### config.mk
export PLATFORM = sky130hd
export DESIGN_NAME = tsr_regs
export DESIGN_NICKNAME = d
export VERILOG_FILES = /design/src/core/tsr_pkg.sv /design/src/core/tsr_regs.sv /design/src/core/tsr_link.sv
export SDC_FILE = /design/constraint.sdc
export NUM_CORES = 1
export LEC_CHECK = 0
export ABC_AREA = 0
export BUFFER_PORTS_ARGS = -buffer_cell sky130_fd_sc_hd__buf_4
export CAP_MARGIN = 20
export CORE_ASPECT_RATIO = 0.9
export CORE_UTILIZATION = 38
export CTS_CLUSTER_DIAMETER = 100
export CTS_CLUSTER_SIZE = 16
export DETAILED_ROUTE_END_ITERATION = 10
export SLEW_MARGIN = 20
export SYNTH_ARGS = -nofsm -noshare
export SYNTH_HDL_FRONTEND = slang
export SYNTH_SLANG_ARGS = --single-unit
export TNS_END_PERCENT = 1
### constraint.sdc
create_clock -name i_core_clk -period 3.5 [get_ports i_core_clk]
set_input_delay 0.7 -clock i_core_clk [delete_from_list [all_inputs] [get_ports i_core_clk]]
set_output_delay 0.7 -clock i_core_clk [all_outputs]
set_load 0.01 [all_outputs]
### src/core/tsr_pkg.sv
`default_nettype none
package tsr_pkg;

   // ==========================================================
   // register select codes and reset values
   localparam logic [1:0]  REG_TEMP       = 2'h0;
   localparam logic [1:0]  REG_CONFIG     = 2'h1;
   localparam logic [1:0]  REG_LOW        = 2'h2;
   localparam logic [1:0]  REG_HIGH       = 2'h3;
   localparam logic [1:0]  SELECT_RESET   = 2'h0;
   localparam logic [15:0] TEMP_RESET     = 16'h0000;
   localparam logic [15:0] CONFIG_RESET   = 16'h0000;
   localparam logic [15:0] LOW_RESET      = 16'h4b00;
   localparam logic [15:0] HIGH_RESET     = 16'h5000;

   // ==========================================================
   // configuration fields
   localparam int          CFG_RES_LSB    = 13;
   localparam logic [15:0] CFG_READ_MASK  = 16'h7f00;
   localparam logic [2:0]  RES_9BIT_SHIFT = 3'h7;

   // ==========================================================
   // serial link constants
   localparam logic [3:0]  ADDR_PREFIX    = 4'h9;
   localparam logic [3:0]  BYTE_BITS      = 4'h8;
   localparam logic [1:0]  WR_IDX_SELECT  = 2'h0;
   localparam logic [1:0]  WR_IDX_MSB     = 2'h1;
   localparam logic [1:0]  WR_IDX_LSB     = 2'h2;
   localparam logic [1:0]  WR_IDX_EXTRA   = 2'h3;

   typedef enum logic [2:0] {
      TSR_LK_IDLE,
      TSR_LK_ADDR,
      TSR_LK_ADDR_ACK,
      TSR_LK_WR_BYTE,
      TSR_LK_WR_ACK,
      TSR_LK_RD_BYTE,
      TSR_LK_RD_ACK
   } tsr_link_st_e;

   typedef struct packed {
      logic       start_rd;
      logic       start_wr;
      logic       wr_valid;
      logic [7:0] wr_data;
      logic       rd_req;
      logic       mst_ack_valid;
      logic       mst_ack;
      logic       stop;
   } tsr_link_ev_s;

endpackage
`default_nettype wire

### src/core/tsr_regs.sv
`timescale 1ns/1ps
`default_nettype none
module tsr_regs (
   input  wire logic        i_core_clk,
   input  wire logic        i_rst_n,
   input  wire logic        i_scl,
   input  wire logic        i_sda_i,
   input  wire logic [2:0]  i_strap_address_pins,
   input  wire logic        i_temp_valid,
   input  wire logic [15:0] i_temp_value,
   output logic             o_sda_o,
   output logic             o_sda_oe,
   output logic [15:0]      o_temperature_result,
   output logic [15:0]      o_sensor_config,
   output logic [15:0]      o_low_limit,
   output logic [15:0]      o_high_limit,
   output logic [1:0]       o_register_select,
   output logic             o_read_busy
);

   // ==========================================================
   // state
   typedef struct packed {
      logic [1:0]  sel;
      logic [15:0] temp;
      logic        pend_v;
      logic [15:0] pend;
      logic [15:0] cfg;
      logic [15:0] low;
      logic [15:0] high;
      logic [1:0]  wr_idx;
      logic [7:0]  lim_hi;
      logic        rd_hi;
      logic [15:0] rd_word;
      logic [15:0] last_word;
      logic        busy;
   } tsr_regs_q_s;

   tsr_regs_q_s           q;
   tsr_regs_q_s           d;
   tsr_pkg::tsr_link_ev_s ev;
   logic [15:0]           mask;
   logic [15:0]           cur_word;
   logic [7:0]            rd_data;
   logic                  wr_ack;
   logic [2:0]            res_shift;

   // ==========================================================
   // serial link
   tsr_link u_link (
      .i_core_clk           (i_core_clk),
      .i_rst_n              (i_rst_n),
      .i_scl                (i_scl),
      .i_sda_i              (i_sda_i),
      .i_strap_address_pins (i_strap_address_pins),
      .i_wr_ack             (wr_ack),
      .i_rd_data            (rd_data),
      .o_sda_o              (o_sda_o),
      .o_sda_oe             (o_sda_oe),
      .o_ev                 (ev)
   );

   // ==========================================================
   // read data and answers
   always_comb
   begin
      res_shift = tsr_pkg::RES_9BIT_SHIFT
                  - {1'b0, q.cfg[tsr_pkg::CFG_RES_LSB +: 2]};
      mask      = 16'hffff << res_shift;
      unique case (q.sel)
         tsr_pkg::REG_TEMP:
         begin
            cur_word = q.pend_v ? q.pend : q.temp;
         end
         tsr_pkg::REG_CONFIG:
         begin
            cur_word = q.cfg & tsr_pkg::CFG_READ_MASK;
         end
         tsr_pkg::REG_LOW:
         begin
            cur_word = q.low;
         end
         tsr_pkg::REG_HIGH:
         begin
            cur_word = q.high;
         end
      endcase
      rd_data = q.rd_hi ? cur_word[15:8] : q.rd_word[7:0];
      wr_ack  = !(q.wr_idx != tsr_pkg::WR_IDX_SELECT
                  && q.sel == tsr_pkg::REG_TEMP);
   end

   // ==========================================================
   // next state
   always_comb
   begin
      d = q;
      d.last_word = cur_word;
      if (ev.start_wr)
      begin
         d.wr_idx = tsr_pkg::WR_IDX_SELECT;
      end
      if (ev.start_rd)
      begin
         d.rd_hi = 1'b1;
      end
      if (ev.rd_req)
      begin
         if (q.rd_hi)
         begin
            d.rd_word = q.last_word;
            d.rd_hi   = 1'b0;
            if (q.sel == tsr_pkg::REG_TEMP)
            begin
               d.busy = 1'b1;
               if (q.pend_v)
               begin
                  d.temp   = q.pend;
                  d.pend_v = 1'b0;
               end
            end
         end
         else
         begin
            d.rd_hi = 1'b1;
         end
      end
      if (ev.stop || ev.start_rd || ev.start_wr
         || (ev.mst_ack_valid && !ev.mst_ack))
      begin
         d.busy = 1'b0;
      end
      if (ev.wr_valid)
      begin
         unique case (q.wr_idx)
            tsr_pkg::WR_IDX_SELECT:
            begin
               if (ev.wr_data[7:2] == 6'h00)
               begin
                  d.sel = ev.wr_data[1:0];
               end
               d.wr_idx = tsr_pkg::WR_IDX_MSB;
            end
            tsr_pkg::WR_IDX_MSB:
            begin
               if (q.sel == tsr_pkg::REG_CONFIG)
               begin
                  d.cfg = {ev.wr_data, 8'h00};
               end
               d.lim_hi = ev.wr_data;
               d.wr_idx = tsr_pkg::WR_IDX_LSB;
            end
            tsr_pkg::WR_IDX_LSB:
            begin
               if (q.sel == tsr_pkg::REG_LOW)
               begin
                  d.low = {q.lim_hi, ev.wr_data};
               end
               if (q.sel == tsr_pkg::REG_HIGH)
               begin
                  d.high = {q.lim_hi, ev.wr_data};
               end
               d.wr_idx = tsr_pkg::WR_IDX_EXTRA;
            end
            tsr_pkg::WR_IDX_EXTRA:
            begin
               d.wr_idx = tsr_pkg::WR_IDX_EXTRA;
            end
         endcase
      end
      if (!q.busy && q.pend_v)
      begin
         d.temp   = q.pend;
         d.pend_v = 1'b0;
      end
      if (i_temp_valid)
      begin
         if (q.busy)
         begin
            d.pend   = i_temp_value & mask;
            d.pend_v = 1'b1;
         end
         else
         begin
            d.temp   = i_temp_value & mask;
            d.pend_v = 1'b0;
         end
      end
      if (!i_rst_n)
      begin
         d      = '0;
         d.sel  = tsr_pkg::SELECT_RESET;
         d.temp = tsr_pkg::TEMP_RESET;
         d.cfg  = tsr_pkg::CONFIG_RESET;
         d.low  = tsr_pkg::LOW_RESET;
         d.high = tsr_pkg::HIGH_RESET;
         d.rd_hi = 1'b1;
      end
   end

   always_ff @(posedge i_core_clk)
   begin
      q <= d;
   end

   assign o_temperature_result = q.temp;
   assign o_sensor_config      = q.cfg;
   assign o_low_limit          = q.low;
   assign o_high_limit         = q.high;
   assign o_register_select    = q.sel;
   assign o_read_busy          = q.busy;

   // ==========================================================
   // checks
   property p_sel_reset;
      @(posedge i_core_clk) disable iff (!i_rst_n)
      !$past(i_rst_n) |-> (q.sel == tsr_pkg::REG_TEMP && q.temp == 16'h0000);
   endproperty
   a_sel_reset: assert property (p_sel_reset)
      else $error("select or temperature not reset");

   property p_low_decode;
      @(posedge i_core_clk) disable iff (!i_rst_n)
      (ev.rd_req && q.rd_hi && q.sel == tsr_pkg::REG_LOW)
      |=> q.rd_word == $past(q.low);
   endproperty
   a_low_decode: assert property (p_low_decode)
      else $error("select code 2 did not read low limit");

   property p_bad_select;
      @(posedge i_core_clk) disable iff (!i_rst_n)
      (ev.wr_valid && q.wr_idx == tsr_pkg::WR_IDX_SELECT
       && ev.wr_data[7:2] != 6'h00) |=> $stable(q.sel);
   endproperty
   a_bad_select: assert property (p_bad_select)
      else $error("invalid select byte changed select");

   property p_select_hold;
      @(posedge i_core_clk) disable iff (!i_rst_n)
      !(ev.wr_valid && q.wr_idx == tsr_pkg::WR_IDX_SELECT) |=> $stable(q.sel);
   endproperty
   a_select_hold: assert property (p_select_hold)
      else $error("select changed without select write");

   property p_first_byte;
      @(posedge i_core_clk) disable iff (!i_rst_n)
      ev.start_wr |=> q.wr_idx == tsr_pkg::WR_IDX_SELECT;
   endproperty
   a_first_byte: assert property (p_first_byte)
      else $error("write did not restart at select byte");

   property p_temp_nack;
      @(posedge i_core_clk) disable iff (!i_rst_n)
      (ev.wr_valid && q.wr_idx != tsr_pkg::WR_IDX_SELECT
       && q.sel == tsr_pkg::REG_TEMP) |=> (!o_sda_oe && $stable(q.temp))
                                         || $past(i_temp_valid)
                                         || $past(q.pend_v);
   endproperty
   a_temp_nack: assert property (p_temp_nack)
      else $error("temperature data write acknowledged or stored");

   property p_busy_hold;
      @(posedge i_core_clk) disable iff (!i_rst_n)
      (q.busy && i_temp_valid && !ev.rd_req) |=> $stable(q.temp);
   endproperty
   a_busy_hold: assert property (p_busy_hold)
      else $error("temperature changed during a read");

   property p_res_mask;
      @(posedge i_core_clk) disable iff (!i_rst_n)
      (i_temp_valid && !q.busy) |=> (q.temp & ~$past(mask)) == 16'h0000;
   endproperty
   a_res_mask: assert property (p_res_mask)
      else $error("unused low temperature bits not zero");

   property p_cfg_byte;
      @(posedge i_core_clk) disable iff (!i_rst_n)
      (ev.wr_valid && q.wr_idx == tsr_pkg::WR_IDX_MSB
       && q.sel == tsr_pkg::REG_CONFIG)
      |=> q.cfg == {$past(ev.wr_data), 8'h00};
   endproperty
   a_cfg_byte: assert property (p_cfg_byte)
      else $error("config upper byte not stored");

   property p_nack_release;
      @(posedge i_core_clk) disable iff (!i_rst_n)
      (ev.mst_ack_valid && !ev.mst_ack) |=> !q.busy ##[1:40] !o_sda_oe;
   endproperty
   a_nack_release: assert property (p_nack_release)
      else $error("nack did not end the read");

   property p_reread;
      @(posedge i_core_clk) disable iff (!i_rst_n)
      (ev.rd_req && !q.rd_hi) |=> q.rd_hi;
   endproperty
   a_reread: assert property (p_reread)
      else $error("read did not wrap to upper byte");

   property p_select_ack;
      @(posedge i_core_clk) disable iff (!i_rst_n)
      (ev.wr_valid && q.wr_idx == tsr_pkg::WR_IDX_SELECT) |=> o_sda_oe;
   endproperty
   a_select_ack: assert property (p_select_ack)
      else $error("select byte not acknowledged");

   property p_high_write;
      @(posedge i_core_clk) disable iff (!i_rst_n)
      (ev.wr_valid && q.wr_idx == tsr_pkg::WR_IDX_LSB
       && q.sel == tsr_pkg::REG_HIGH)
      |=> q.high == {$past(q.lim_hi), $past(ev.wr_data)};
   endproperty
   a_high_write: assert property (p_high_write)
      else $error("high limit not written as a full word");

   property p_temp_ro;
      @(posedge i_core_clk) disable iff (!i_rst_n)
      (!i_temp_valid && !q.pend_v) |=> $stable(q.temp);
   endproperty
   a_temp_ro: assert property (p_temp_ro)
      else $error("temperature changed without a conversion");

   property p_cfg_read;
      @(posedge i_core_clk) disable iff (!i_rst_n)
      (ev.rd_req && q.rd_hi && q.sel == tsr_pkg::REG_CONFIG)
      |=> q.rd_word[15] == 1'b0 && q.rd_word[7:0] == 8'h00;
   endproperty
   a_cfg_read: assert property (p_cfg_read)
      else $error("config read showed one-shot or low byte");

endmodule
`default_nettype wire

### src/core/tsr_link.sv
`timescale 1ns/1ps
`default_nettype none
module tsr_link (
   input  wire logic                  i_core_clk,
   input  wire logic                  i_rst_n,
   input  wire logic                  i_scl,
   input  wire logic                  i_sda_i,
   input  wire logic [2:0]            i_strap_address_pins,
   input  wire logic                  i_wr_ack,
   input  wire logic [7:0]            i_rd_data,
   output logic                       o_sda_o,
   output logic                       o_sda_oe,
   output tsr_pkg::tsr_link_ev_s      o_ev
);

   // ==========================================================
   // state
   typedef struct packed {
      logic [1:0]             scl_s;
      logic [1:0]             sda_s;
      logic [5:0]             adr_s;
      logic                   scl_p;
      logic                   sda_p;
      tsr_pkg::tsr_link_st_e  st;
      logic [3:0]             cnt;
      logic [7:0]             sh;
      logic                   rw;
      logic                   acked;
      logic                   oe;
      tsr_pkg::tsr_link_ev_s  ev;
   } tsr_link_q_s;

   tsr_link_q_s q;
   tsr_link_q_s d;
   logic        rise;
   logic        fall;
   logic        start;
   logic        stop;

   // ==========================================================
   // next state
   always_comb
   begin
      d         = q;
      d.ev      = '0;
      d.scl_s   = {q.scl_s[0], i_scl};
      d.sda_s   = {q.sda_s[0], i_sda_i};
      d.adr_s   = {q.adr_s[2:0], i_strap_address_pins};
      d.scl_p   = q.scl_s[1];
      d.sda_p   = q.sda_s[1];
      rise      = q.scl_s[1] & ~q.scl_p;
      fall      = ~q.scl_s[1] & q.scl_p;
      start     = q.scl_s[1] & q.scl_p & q.sda_p & ~q.sda_s[1];
      stop      = q.scl_s[1] & q.scl_p & ~q.sda_p & q.sda_s[1];
      if (start)
      begin
         d.st  = tsr_pkg::TSR_LK_ADDR;
         d.cnt = '0;
         d.oe  = 1'b0;
      end
      else if (stop)
      begin
         d.ev.stop = (q.st != tsr_pkg::TSR_LK_IDLE);
         d.st      = tsr_pkg::TSR_LK_IDLE;
         d.oe      = 1'b0;
      end
      else if (rise)
      begin
         if (q.st == tsr_pkg::TSR_LK_ADDR || q.st == tsr_pkg::TSR_LK_WR_BYTE)
         begin
            d.sh  = {q.sh[6:0], q.sda_s[1]};
            d.cnt = q.cnt + 4'h1;
         end
         else if (q.st == tsr_pkg::TSR_LK_RD_ACK)
         begin
            d.acked            = ~q.sda_s[1];
            d.ev.mst_ack_valid = 1'b1;
            d.ev.mst_ack       = ~q.sda_s[1];
         end
      end
      else if (fall)
      begin
         unique case (q.st)
            tsr_pkg::TSR_LK_ADDR:
            begin
               if (q.cnt == tsr_pkg::BYTE_BITS)
               begin
                  if (q.sh[7:1] == {tsr_pkg::ADDR_PREFIX, q.adr_s[5:3]})
                  begin
                     d.st          = tsr_pkg::TSR_LK_ADDR_ACK;
                     d.oe          = 1'b1;
                     d.rw          = q.sh[0];
                     d.ev.start_rd = q.sh[0];
                     d.ev.start_wr = ~q.sh[0];
                  end
                  else
                  begin
                     d.st = tsr_pkg::TSR_LK_IDLE;
                  end
               end
            end
            tsr_pkg::TSR_LK_ADDR_ACK,
            tsr_pkg::TSR_LK_RD_ACK:
            begin
               d.cnt = 4'h0;
               d.oe  = 1'b0;
               if ((q.st == tsr_pkg::TSR_LK_ADDR_ACK && q.rw)
                  || (q.st == tsr_pkg::TSR_LK_RD_ACK && q.acked))
               begin
                  d.ev.rd_req = 1'b1;
                  d.sh        = i_rd_data;
                  d.oe        = ~i_rd_data[7];
                  d.cnt       = 4'h1;
                  d.st        = tsr_pkg::TSR_LK_RD_BYTE;
               end
               else if (q.st == tsr_pkg::TSR_LK_ADDR_ACK)
               begin
                  d.st = tsr_pkg::TSR_LK_WR_BYTE;
               end
               else
               begin
                  d.st = tsr_pkg::TSR_LK_IDLE;
               end
            end
            tsr_pkg::TSR_LK_RD_BYTE:
            begin
               if (q.cnt == tsr_pkg::BYTE_BITS)
               begin
                  d.oe = 1'b0;
                  d.st = tsr_pkg::TSR_LK_RD_ACK;
               end
               else
               begin
                  d.sh  = {q.sh[6:0], 1'b0};
                  d.oe  = ~q.sh[6];
                  d.cnt = q.cnt + 4'h1;
               end
            end
            tsr_pkg::TSR_LK_WR_BYTE:
            begin
               if (q.cnt == tsr_pkg::BYTE_BITS)
               begin
                  d.ev.wr_valid = 1'b1;
                  d.ev.wr_data  = q.sh;
                  d.oe          = i_wr_ack;
                  d.cnt         = 4'h0;
                  d.st          = tsr_pkg::TSR_LK_WR_ACK;
               end
            end
            tsr_pkg::TSR_LK_WR_ACK:
            begin
               d.oe = 1'b0;
               d.st = tsr_pkg::TSR_LK_WR_BYTE;
            end
            tsr_pkg::TSR_LK_IDLE:
            begin
               d.oe = 1'b0;
            end
            default:
            begin
               d.oe = 1'b0;
               d.st = tsr_pkg::TSR_LK_IDLE;
            end
         endcase
      end
      if (!i_rst_n)
      begin
         d       = '0;
         d.scl_s = 2'h3;
         d.sda_s = 2'h3;
         d.scl_p = 1'b1;
         d.sda_p = 1'b1;
         d.st    = tsr_pkg::TSR_LK_IDLE;
      end
   end

   always_ff @(posedge i_core_clk)
   begin
      q <= d;
   end

   assign o_sda_o  = 1'b0;
   assign o_sda_oe = q.oe;
   assign o_ev     = q.ev;

endmodule
`default_nettype wire

# After elaboration in Yosys (flattened, before gate mapping)
# Index checks and enable logic that the tools add are counted.
classes:
  n_lt_le_gt_ge: 0
  add_sub_neg: 2
  mux: 54
  n_bitwise: 28
  reduce_logical: 56
  eq_ne: 27
  mul: 0
  shifts: 1
  n_div: 0
ops:
  columns: ["cell", "count"]
  rows:
  - ["2-to-1 mux 17 bit", 6]
  - ["2-to-1 mux 16 bit", 4]
  - ["one-hot mux 16 bit (4 select lines)", 1]
  - ["2-to-1 mux 12 bit", 3]
  - ["2-to-1 mux 33 bit", 1]
  - ["2-to-1 mux 14 bit", 2]
  - ["NOT 1 bit", 20]
  - ["2-to-1 mux 9 bit", 2]
  - ["one-hot mux 3 bit (6 select lines)", 1]
  - ["AND reduction 3 bit", 6]
  - ["AND reduction 6 bit", 3]
  - ["nonzero test 3 bit", 6]
  - ["OR reduction 6 bit", 3]
  - ["AND 16 bit", 1]
  - ["2-to-1 mux 1 bit", 16]
  - ["2-to-1 mux 8 bit", 2]
  - ["one-hot mux 8 bit (2 select lines)", 1]
  - ["left shift 16 x 3 -> 16 bit (first input constant)", 1]
  - ["2-to-1 mux 3 bit", 5]
  - ["AND reduction 7 bit", 2]
  - ["one-hot mux 4 bit (3 select lines)", 1]
  - ["2-to-1 mux 10 bit", 1]
  - ["AND reduction 5 bit", 2]
  - ["== test 3 bit (second input constant)", 3]
  - ["35 further kinds", 75]
totals:
  register_bits: 164
  mem_count: 0
  out_inout_bits: 69
  ram_bits: 0
  in_bits: 24
  latchBits: 0
  rom_bits: 0
  elab_cells: 201

# Logic depth before layout (Yosys ltp)
# Gate-level depths: netlist of the first run.
depth:
  word_depth: 9
  mapped_depth: 8
  mapped_depth_nobuf: 7

# Hierarchy
# From an unflattened synthesis of the first run, not the netlist that was laid out.
unflattened:
  hier_cells: 850
  area_unflattened_um2: 7277.0
by_module_without_submodules:
  columns: ["module", "n_inst", "seq_area_each_um2", "area_per_inst_um2", "cells_each"]
  rows:
  - ["tsr_regs", 1, 1981.9, 4977.3, 593]
  - ["tsr_link", 1, 900.9, 2299.7, 257]

# Worst setup path before layout of the first run
# Ideal clock, no wire load.
synth_path:
  path_kind: "input to register"
  from: "in i_temp_valid"
  to: "reg q (netlist bit o_temperature_result[10])"
  required_ps: 3385
  cell_stages: 6
  setup_ps: 115
  arrival_time_ps: 1676
  n_path_buf: 2
  slack_ps: 1709
  path_cell_list: "clkbuf_1 nor2_1 nor2_1 clkbuf_1 o22ai_1 and2_1"
synth_via:
  elab_chain_len: 1
synth_lines:
  columns: ["item", "line", "source"]
  rows:
  - ["start, declared", "tsr_regs.sv:9", "input wire logic i_temp_valid,"]
  - ["2-to-1 mux 33 bit", "tsr_regs.sv:176", "if (i_temp_valid)"]
  - ["end signal, assigned", "tsr_regs.sv:203", "q <= d;"]
  - ["end, declared", "tsr_regs.sv:39", "tsr_regs_q_s q;"]
# Every way passes these cells.
# A chain may end at the register's enable or synchronous reset.

# Final worst setup path of the first run
layout_path:
  from: "reg q[108] (netlist name)"
  to: "reg q (netlist bit o_temperature_result[14])"
layout_via:
  elab_chain_len: 7
  word_cells_on_any_way: 8
  classes_between: "7 x mux; 1 x reduce/logical"
layout_lines:
  columns: ["item", "line", "source"]
  rows:
  - ["2-to-1 mux 17 bit", "tsr_regs.sv:116", "if (q.pend_v)"]
  - ["2-to-1 mux 17 bit", "tsr_regs.sv:113", "if (q.sel == tsr_pkg::REG_TEMP)"]
  - ["2-to-1 mux 17 bit", "tsr_regs.sv:109", "if (q.rd_hi)"]
  - ["2-to-1 mux 17 bit", "tsr_regs.sv:107", "if (ev.rd_req)"]
  - ["2-to-1 mux 17 bit (*)", "tsr_regs.sv:171", "if (!q.busy && q.pend_v)"]
  - ["2-to-1 mux 16 bit", "tsr_regs.sv:178", "if (q.busy)"]
  - ["2-to-1 mux 33 bit (*)", "tsr_regs.sv:176", null]
# Every way passes the cells marked *; elsewhere a longest branch is shown, timed or not. The select of a mux whose other input is x is not followed.

==> run summary, run 1 <==
CP bufs+invs: 0
port buffer count: 79
# DRC: 0
worst min path class: flop to flop
Post-synth EDFFs: 0
layout cells sized above 1: 16.7%
# IOs: 93
Ys Warns: 0
largest net degree at the start of global routing: 59
Clock Pin Slew Worst Setup and Hold Paths: 0.05 ns
RSZ-0062 raised after global routing: false
top cells by area, synth: dfxtp_1 42%, nand2_1 7.9%, buf_4 7.4%
Fin Clk Skew: 0.0140 ns
Std-Cell Rows: 46
Final Setup Violations: 0
TritonRoute pass-1 iters: 5
Final Hold Viols: 0
CTS tree: built
leakage power: 2.89 nW
cts repair resizes: 0
post-CTS setup buffer count: 0
Largest stage delay, worst path: 0.95 ns
Initial Util: 38.7%
Tcrit/Tclk final: 68.0%
Mapped Avg Cell Area: 8.49 um^2
HPWL after DPL: 11500 um
GRT busiest layer: met2
H-Tree Depth: 4
area growth from synthesis to layout: 13.3%
post-synthesis sequential area ratio: 42.3%
vias in the first global route: 5031
root buffer cell: clkbuf_16
maxcap violations: 0
grt met2 use: 30.6%
Via Count: 5299
total wire length: 16900 um
Overall Global Routing Usage: 19.3%
Max VDD drop: 0.392 mV
maximum root-to-sink buffer count: 2
Die H: 129 um
Mapped Area: 6820 um^2
Crit Path Category: flop to flop
Num CTS Buffers: 17
Top delay family on crit path: flip-flops
Hold Slack: 0.407 ns
M3 GR Usage: 4.40%
first-pass GRT wire length: 26900 um
Critical Path RT: 3.81 ns
register bit total from synthesis: 144
Synth async-reset ratio: 0%
critical path endpoint category: flop
Synth top area share: 42.3%
antenna cell count: 0
Detailed Route Iter0 Violations: 395
CTS Hold Bufs: 0
met1 Use GR: 25.4%
gr ovfl total: 0
Max Clk Rate: 420 MHz
distinct cell type count after synthesis: 63
CP Max Fanout: 25
critical path cell sequence: nand2_1 -> mux2i_1 -> o22ai_1 -> and2_1
setup TNS: 0 ns
WP data arrival: 2.69 ns
Least-Margin Pin Slew: 0.962 ns
drt via density: 5.01
ys flop type: dfxtp_1
Final ANT Viol Nets: 0
Die W: 143 um
Final #Nets: 831
final core occ: 43.9%
RePlAce Congestion: 0.833
clk_lat worst skew: 0.43 ns
antenna violations before repair: 0
Core Box Area: 17600 um^2
Avg WL per Cell: 15.9 um
fin crit period: 2.38 ns
die area: 18500 um^2
area leader, netlist: dfxtp_1
Slew Limit Fails: 0
slew margin rel.: 35.8%
pwr/cell area: 474 nW/um^2
status: finished clean
CP Launch Type: flop
slowest CP cell: dfxtp_1
Post-Synthesis Cells: 803
total clock sinks: 144
==> report_power, final <==
| group | switching (mW) | internal (mW) | total, mW |
|---|---|---|---|
| logic | 0.0702 | 0.0612 | 0.131 |
| clock network | 0.688 | 1.17 | 1.86 |
| registers | 0.0126 | 1.65 | 1.67 |
==> final timing paths <==
kind | from | endpoint | slack, ns | depth (start not counted)
setup reg to reg | q[108] | o_temperature_result[14] | 1.12 | 4
hold / removal | u_link.q[41] | u_link.q[42] | 0.41 | 1
hold reg to reg | u_link.q[41] | u_link.q[42] | 0.41 | 1
setup / recovery | q[108] | o_temperature_result[14] | 1.12 | 4
==> cells in the mapped netlist, types with 6 or more instances <==
cell	n
nor2_1	39
nand3_1	26
a221o_1	6
nand2_1	144
nor2b_1	20
buf_4	67
nor3_1	10
a22oi_1	13
a21oi_1	27
o21ai_0	25
mux2_2	8
a21boi_0	54
o22ai_1	11
dfxtp_1	144
clkbuf_1	33
nand2b_1	11
buf_2	10
inv_1	13
and2_1	28
mux2i_1	37
==> metrics by stage <==
step | setup WS (ns) | std cells | cell area, um^2 | power (mW)
2_1_floorplan | 1.71 | 811 | 6850 | 1.80
3_3_place_gp | 1.13 | 1026 | 7120 | 1.84
3_5_place_dp | 1.13 | 1026 | 7120 | 1.84
4_1_cts | 1.13 | 1058 | 7730 | 3.69
5_1_grt | 0.859 | 1058 | 7730 | 3.79
6_report | 1.12 | 1058 | 7730 | 3.66
==> routing by layer <==
layer / part of all wire [%] / wire length [um]
met2: 48 / 8080
met3: 3.9 / 662
met4: 1.9 / 321
met5: 0 / 0
met1: 46 / 7810
==> sequential cells by signal (all words and copies together) (netlist names) <==
signal / cells
o_sensor_config: 8
o_read_busy: 1
o_temperature_result: 16
o_high_limit: 16
u_link.o_sda_oe: 1
o_low_limit: 16
o_register_select: 2
u_link.o_ev: 15
q: 40
u_link.q: 29
==> kinds of logic (layout without fill, tap and decap cells) <==
logic type | count (synthesis) | count (layout) | share of synthesized area, %
simple gates | 310 | 310 | 21.8
xor+xnor | 4 | 4 | 0.514
compound gates | 168 | 168 | 16.9
fa+ha+maj | 2 | 2 | 0.367
flops | 144 | 144 | 42.3
other cells | 1 | 9 | 0.0550
buf+inv | 128 | 135 | 11.0
mux | 46 | 46 | 7.08
==> placed cells by master (no fill, tap or decap), types with 4 or more instances in the layout <==
| cell type | instances |
|---|---|
| a22oi_1 | 13 |
| a21oi_1 | 27 |
| nand4_1 | 5 |
| o21ai_1 | 4 |
| o22ai_1 | 11 |
| nand2_1 | 144 |
| mux2i_1 | 37 |
| dfxtp_1 | 144 |
| a221o_1 | 6 |
| nand3_1 | 26 |
| clkbuf_16 | 17 |
| and3_1 | 5 |
| nand3b_1 | 5 |
| mux2_2 | 8 |
| nor2_1 | 39 |
| a21boi_0 | 54 |
| and2_1 | 28 |
| inv_1 | 13 |
| nor3_1 | 10 |
| nor2b_1 | 20 |
| conb_1 | 9 |
| o21ai_0 | 25 |
| clkinv_2 | 4 |
| buf_4 | 89 |
| nand2b_1 | 11 |
==> area by class of cell <==
cell class              instances  area [um^2]
fillers                      1775         9890
multi-input cells             539         3210
flip-flops and latches        144         2880
repair buffers                 89          668
clock buffers                  22          474
well taps                     240          300
clock inverters                10          134
inverters                      14         52.6
(Power assumes the default switching activity.)
==> run 2: changes to the inputs <==
--- a/config.mk
+++ b/config.mk
@@ -5,7 +5,7 @@
 export SDC_FILE = /design/constraint.sdc
 export NUM_CORES = 1
 export LEC_CHECK = 0
-export ABC_AREA = 0
+export ABC_AREA = 1
 export BUFFER_PORTS_ARGS = -buffer_cell sky130_fd_sc_hd__buf_4
 export CAP_MARGIN = 20
 export CORE_ASPECT_RATIO = 0.9
==> constraint.sdc (replaced) <==
create_clock -name i_core_clk -period 2.3 [get_ports i_core_clk]
set_input_delay 0.46 -clock i_core_clk [delete_from_list [all_inputs] [get_ports i_core_clk]]
set_output_delay 0.46 -clock i_core_clk [all_outputs]
set_load 0.01 [all_outputs]
==> run 2 against run 1 <==
Utilization is 0.32 points higher. Synthesized cell count up 10%. Register-to-register slack got worse by 0.69 ns. Sequential share of layout area rose by 1.3 points. Die area fell by 3.6%. Total power increased by 47%. Count of clock-buffer cells in the layout fell by 5. Cell count up 6.8%. Largest power group unchanged. Highest routed layer unchanged.
==> run summary, run 2 <==
critical path endpoint category: flop
Avg WL per Cell: 15.2 um (-4.6%)
Max Clk Rate: 534 MHz (+27%)
Num CTS Buffers: 17 (unchanged)
status: finished clean
Std-Cell Rows: 45 (-2.2%)
cell with the most instances after synthesis: nand2_1
Clock Pin Slew Worst Setup and Hold Paths: 0.06 ns (about the same)
area leader, netlist: dfxtp_1
CTS Hold Bufs: 0 (unchanged)
fillcell total: 1745 (-1.7%)
leakage power: 3.12 nW (+8.0%)
layout cells sized above 1: 18.7% (+2.0 points)
CTS tree: built
commonest cells after routing, fill and taps aside: 155 x nand2_1, 144 x dfxtp_1, 124 x nor2_1, 94 x buf_4, 90 x o21ai_0
Layout Cells excl Fill: 1130 (+6.8%)
total wire length: 17200 um (+1.9%)
Max VDD drop: 0.504 mV (+29%)
# DRC: 0 (unchanged)
# IOs: 93 (unchanged)
Post-Synthesis Cells: 884 (+10%)
top flop regs: q (40), u_link.q (29)
CP Max Fanout: 17 (-32%)
gr ovfl total: 0 (unchanged)
Initial Util: 38.9% (+0.19 points)
ys flop type: dfxtp_1
port buffer count: 79 (unchanged)
post-synthesis sequential area ratio: 43.9% (+1.6 points)
antenna cell count: 0 (unchanged)
Final ANT Viol Nets: 0 (unchanged)
Post-synth EDFFs: 0 (unchanged)
Slew Limit Fails: 0 (unchanged)
maximum root-to-sink buffer count: 2 (unchanged)
worst hold path depth: 2 (+1)
Detailed Route Iter0 Violations: 384 (-2.8%)
antenna violations before repair: 0 (unchanged)
die area: 17800 um^2 (-3.6%)
WP data arrival: 2.18 ns (-0.51 ns)
Most flops, register: q
cts repair resizes: 0 (unchanged)
Die W: 141 um (-1.8%)
Ys Warns: 0 (unchanged)
Least-Margin Pin Slew: 0.642 ns (-0.320 ns)
post-CTS setup buffer count: 0 (unchanged)
Tcrit/Tclk final: 81.4% (+13 points)
fin crit period: 1.87 ns (-0.509 ns)
setup TNS: 0 ns (unchanged)
Synth top area share: 43.9% (+1.6 points)
Fin Clk Skew: 0.0105 ns (-0.00359 ns)
Via Count: 5670 (+7.0%)
worst min path class: input port to flop
maxcap violations: 0 (unchanged)
CP Launch Type: flop
Die H: 127 um (-1.8%)
top post-synthesis cells by count: 155 x nand2_1, 144 x dfxtp_1, 124 x nor2_1
H-Tree Depth: 4 (unchanged)
max reg flops: 40 (unchanged)
Final Setup Violations: 0 (unchanged)
Mapped Area: 6570 um^2 (-3.6%)
Post-DP Area: 6910 um^2 (-3.0%)
area growth from synthesis to layout: 13.6%
clk_lat worst skew: 0.42 ns (about the same)
distinct cell type count after synthesis: 40 (-37%)
Hold Slack: 0.223 ns (-0.183 ns)
largest net degree at the start of global routing: 40 (-32%)
Cell Count Post-Placement: 1098 (+7.0%)
design area: 7460 um^2 (-3.4%)
slew margin rel.: 57.1% (+21 points)
RePlAce Congestion: 0.840 (+0.88%)
TritonRoute pass-1 iters: 5 (unchanged)
reg2reg path depth: 9 (+5)
drt via density: 5.02 (+0.18%)
HPWL after DPL: 12000 um (+4.3%)
total clock sinks: 144 (unchanged)
vias in the first global route: 5091 (+1.2%)
RSZ-0062 raised after global routing: false
Mapped Avg Cell Area: 7.44 um^2 (-12%)
Core Box Area: 16900 um^2 (-4.1%)
Synth async-reset ratio: 0% (unchanged)
register bit total from synthesis: 144 (unchanged)
Overall Global Routing Usage: 19.9% (+0.61 points)
Final #Nets: 932 (+12%)
top cells by area, synth: dfxtp_1 44%, nand2_1 8.9%, buf_4 8.0%
pwr/cell area: 720 nW/um^2 (+52%)
Crit Path Category: flop to flop
commonest non-fill, non-tap cell in the layout: nand2_1
Critical Path RT: 2.61 ns (-1.20 ns)
root buffer cell: clkbuf_16
Final Hold Viols: 0 (unchanged)
first-pass GRT wire length: 27300 um (+1.2%)
run 2: final timing paths:
check | slack [ns] | from | end
setup reg to reg | 0.43 | q[108] | u_link.q[25]
setup / recovery | 0.43 | q[108] | u_link.q[25]
hold reg to reg | 0.41 | u_link.q[35] | u_link.q[38]
hold / removal | 0.22 | i_scl | u_link.q[43]
run 2: report_power, final:
| part | internal, mW | switching (mW) | leakage (nW) |
|---|---|---|---|
| clock | 1.50 | 1.14 | 0.270 |
| combinational | 0.0753 | 0.127 | 1.68 |
| sequential | 2.52 | 0.0146 | 1.16 |
run 2: metrics by stage:
step / utilization [%] / setup WS, ns / total power, mW
2_1_floorplan: - / 0.806 / 2.73
3_3_place_gp: 40.9 / 0.497 / 2.79
3_5_place_dp: 40.9 / 0.473 / 2.79
4_1_cts: 44.2 / 0.460 / 5.41
5_1_grt: 44.2 / 0.213 / 5.56
6_report: 44.2 / 0.428 / 5.37
run 2: cell type report:
type / instances / area (um^2) / share of cell area [%]
inverter: 75 / 282 / 3.77
multi-input combinational: 574 / 2770 / 37.1
sequential: 144 / 2880 / 38.6
clock inverter: 15 / 134 / 1.79
clock buffer: 17 / 425 / 5.70
tap: 211 / 264 / 3.54
timing repair buffer: 94 / 706 / 9.45
run 2: logic make-up (layout without fill, tap and decap cells):
family	Yosys count	in the layout	synth area share, %
XOR/XNOR	2	2	0.267
multiplexers	4	4	0.609
other	1	9	0.0571
AO/OA/AOI/OAI	196	196	16.5
flip-flops	144	144	43.9
buffers and inverters	174	201	14.4
adder cells (fa/ha/maj)	2	2	0.381
AND/OR/NAND/NOR	361	361	23.9
run 2: metal layers:
metal / GRT usage, % / routed length, um
met1: 28.8 / 8640
met2: 29.3 / 7420
met3: 4.61 / 1000
met4: 5.43 / 131
met5: 0 / 0
run 2: critical path: stages (launching register included):
cell	delay (ns)
dfxtp_1	0.73
inv_1	0.27
nand2_1	0.15
nand2_1	0.08
nand2_1	0.07
nand2_1	0.06
nand2_1	0.11
nor2_1	0.07
nor3_1	0.17
nor2_1	0.06
==> run 3: changes to the inputs <==
==> constraint.sdc (replaced) <==
create_clock -name i_core_clk -period 1.9 [get_ports i_core_clk]
set_input_delay 0.38 -clock i_core_clk [delete_from_list [all_inputs] [get_ports i_core_clk]]
set_output_delay 0.38 -clock i_core_clk [all_outputs]
set_load 0.01 [all_outputs]
==> run 3 against run 2 <==
Sequential share of layout area shrank 0.22 points. Count of clock-buffer cells in the layout is the same. Via count shrank 1.5%. Routed wire length shrank 0.39%. Total power grew 20%. Sequential cell count is the same. Utilization grew 0.25 points. Final area grew 0.57%. Hold slack lost 0.082 ns.
==> run summary, run 3 (synthesis gave the netlist of run 2 again) <==
root buffer cell: clkbuf_16
combinational share of power: 3.9% (about the same)
reg2reg setup slack: 0.13 ns (-0.30 ns)
die area: 17800 um^2 (unchanged)
Die W: 141 um (unchanged)
RSZ-0062 raised after global routing: false
HP Start: i_scl
first-pass GRT wire length: 27100 um (-0.48%)
reg2reg path depth: 7 (-2)
Clock Pin Slew Worst Setup and Hold Paths: 0.06 ns (about the same)
R2R Path End: u_link.q[21]
setup TNS: 0 ns (unchanged)
worst hold endpoint: u_link.q[43]
top flop regs: q (40), u_link.q (29)
# DRC: 0 (unchanged)
Final ANT Viol Nets: 0 (unchanged)
worst min path class: input port to flop
area growth from synthesis to layout: 14.2%
pwr/cell area: 860 nW/um^2 (+20%)
gr ovfl total: 0 (unchanged)
layout cells sized above 1: 19.1% (+0.35 points)
Max VDD drop: 0.648 mV (+29%)
CP Launch Type: flop
CTS tree: built
Reg power frac: 47.4% (+0.3 points)
leakage power: 3.14 nW (+0.51%)
post-CTS setup buffer count: 0 (unchanged)
maxcap violations: 0 (unchanged)
Slew Limit Fails: 0 (unchanged)
NetSw: 1.61 mW (+25%)
vias in the first global route: 5035 (-1.1%)
RePlAce Congestion: 0.812 (-3.4%)
antenna cell count: 0 (unchanged)
status: finished clean
Fin Clk Skew: 0.0117 ns (+0.00120 ns)
Clk pwr share: 48.7% (-0.4 points)
CP Max Fanout: 12 (-5)
Internal: 4.85 mW (+19%)
Std-Cell Rows: 45 (unchanged)
Via Count: 5583 (-1.5%)
CTS Hold Bufs: 0 (unchanged)
Initial Util: 38.9% (unchanged)
commonest non-fill, non-tap cell in the layout: nand2_1
max reg flops: 40 (unchanged)
Critical Path RT: 2.25 ns (-0.36 ns)
Crit Reg-Reg Startpoint: o_register_select[1]
total wire length: 17100 um (-0.39%)
Final #Nets: 936 (+0.43%)
Detailed Route Iter0 Violations: 345 (-10%)
WP data arrival: 2.13 ns (-0.05 ns)
maximum root-to-sink buffer count: 2 (unchanged)
worst hold path depth: 2 (unchanged)
antenna violations before repair: 0 (unchanged)
drt via density: 4.92 (-1.9%)
Crit Path Category: flop to flop
# IOs: 93 (unchanged)
fin crit period: 1.77 ns (-0.0992 ns)
Max Clk Rate: 564 MHz (+5.6%)
Core Box Area: 16900 um^2 (unchanged)
Overall Global Routing Usage: 19.8% (about the same)
clk_lat worst skew: 0.42 ns (about the same)
critical path endpoint category: flop
Avg WL per Cell: 15.1 um (-0.74%)
CP startpoint: o_register_select[1]
Die H: 127 um (unchanged)
switch share: 24.9% (+1.0 points)
cts repair resizes: 0 (unchanged)
Final Setup Violations: 0 (unchanged)
largest net degree at the start of global routing: 72 (+80%)
Tot Pwr: 6.46 mW (+20%)
port buffer count: 79 (unchanged)
Num CTS Buffers: 17 (unchanged)
H-Tree Depth: 4 (unchanged)
HPWL after DPL: 12100 um (+0.34%)
Tcrit/Tclk final: 93.3% (+12 points)
commonest cells after routing, fill and taps aside: 155 x nand2_1, 144 x dfxtp_1, 124 x nor2_1, 97 x buf_4, 89 x o21ai_0
Most flops, register: q
TritonRoute pass-1 iters: 5 (unchanged)
Final Hold Viols: 0 (unchanged)
total clock sinks: 144 (unchanged)
[run 3: metal layers]
layer / vias to the layer above / GRT usage, % / share of wire, %
met4: 0 / 6.20 / 0.93
li1: 2867 / - / -
met5: - / 0 / 0
met2: 157 / 29.8 / 43
met1: 2544 / 28.3 / 50
met3: 15 / 4.15 / 5.5
[run 3: worst max-delay path, cell delays in order (launching register included)]
cell     delay (ns)
dfxtp_1        0.38
nor2_1         0.33
inv_1          0.25
o21ai_0        0.38
nor2_1         0.07
nor2_1         0.14
nor3_2         0.05
nor2_1         0.10
[run 3: power groups by stage]
stage | clock [mW] | sequential (mW) | combinational [mW]
2_1_floorplan | 0 | 3.12 | 0.177
3_5_place_dp | 0 | 3.13 | 0.249
6_report | 3.14 | 3.06 | 0.250
5_1_grt | 3.34 | 3.06 | 0.278
4_1_cts | 3.18 | 3.06 | 0.250
3_3_place_gp | 0 | 3.13 | 0.249
[run 3: layout make-up]
type | instances | area (um^2)
multi-input cells | 574 | 2780
clock buffers | 17 | 425
inverters | 75 | 282
fillers | 1693 | 9380
repair buffers | 98 | 748
clock inverters | 15 | 128
flip-flops and latches | 144 | 2880
well taps | 211 | 264
[run 3: stage by stage]
stage	setup WS (ns)	area, um^2	hold slack (ns)	util [%]	cells
2_1_floorplan	0.406	6600	0.390	-	892
3_3_place_gp	0.143	6950	0.399	41.1	1102
3_5_place_dp	0.122	6950	0.398	41.1	1102
4_1_cts	0.0995	7500	0.127	44.4	1134
5_1_grt	0.00983	7510	0.126	44.4	1134
6_report	0.127	7510	0.142	44.4	1134
[run 3: worst max-delay path by stage]
| stage | endpoint | slack, ns | depth (start not counted) |
|---|---|---|---|
| final | u_link.q[21] | 0.13 | 7 |
| after global routing | u_link.q[20] | 0.01 | 7 |
| after CTS | o_temperature_result[11] | 0.1 | 4 |
| after detailed placement | o_temperature_result[9] | 0.12 | 4 |
| after global placement | o_temperature_result[9] | 0.14 | 4 |
| after floorplan | u_link.q[20] | 0.41 | 11 |
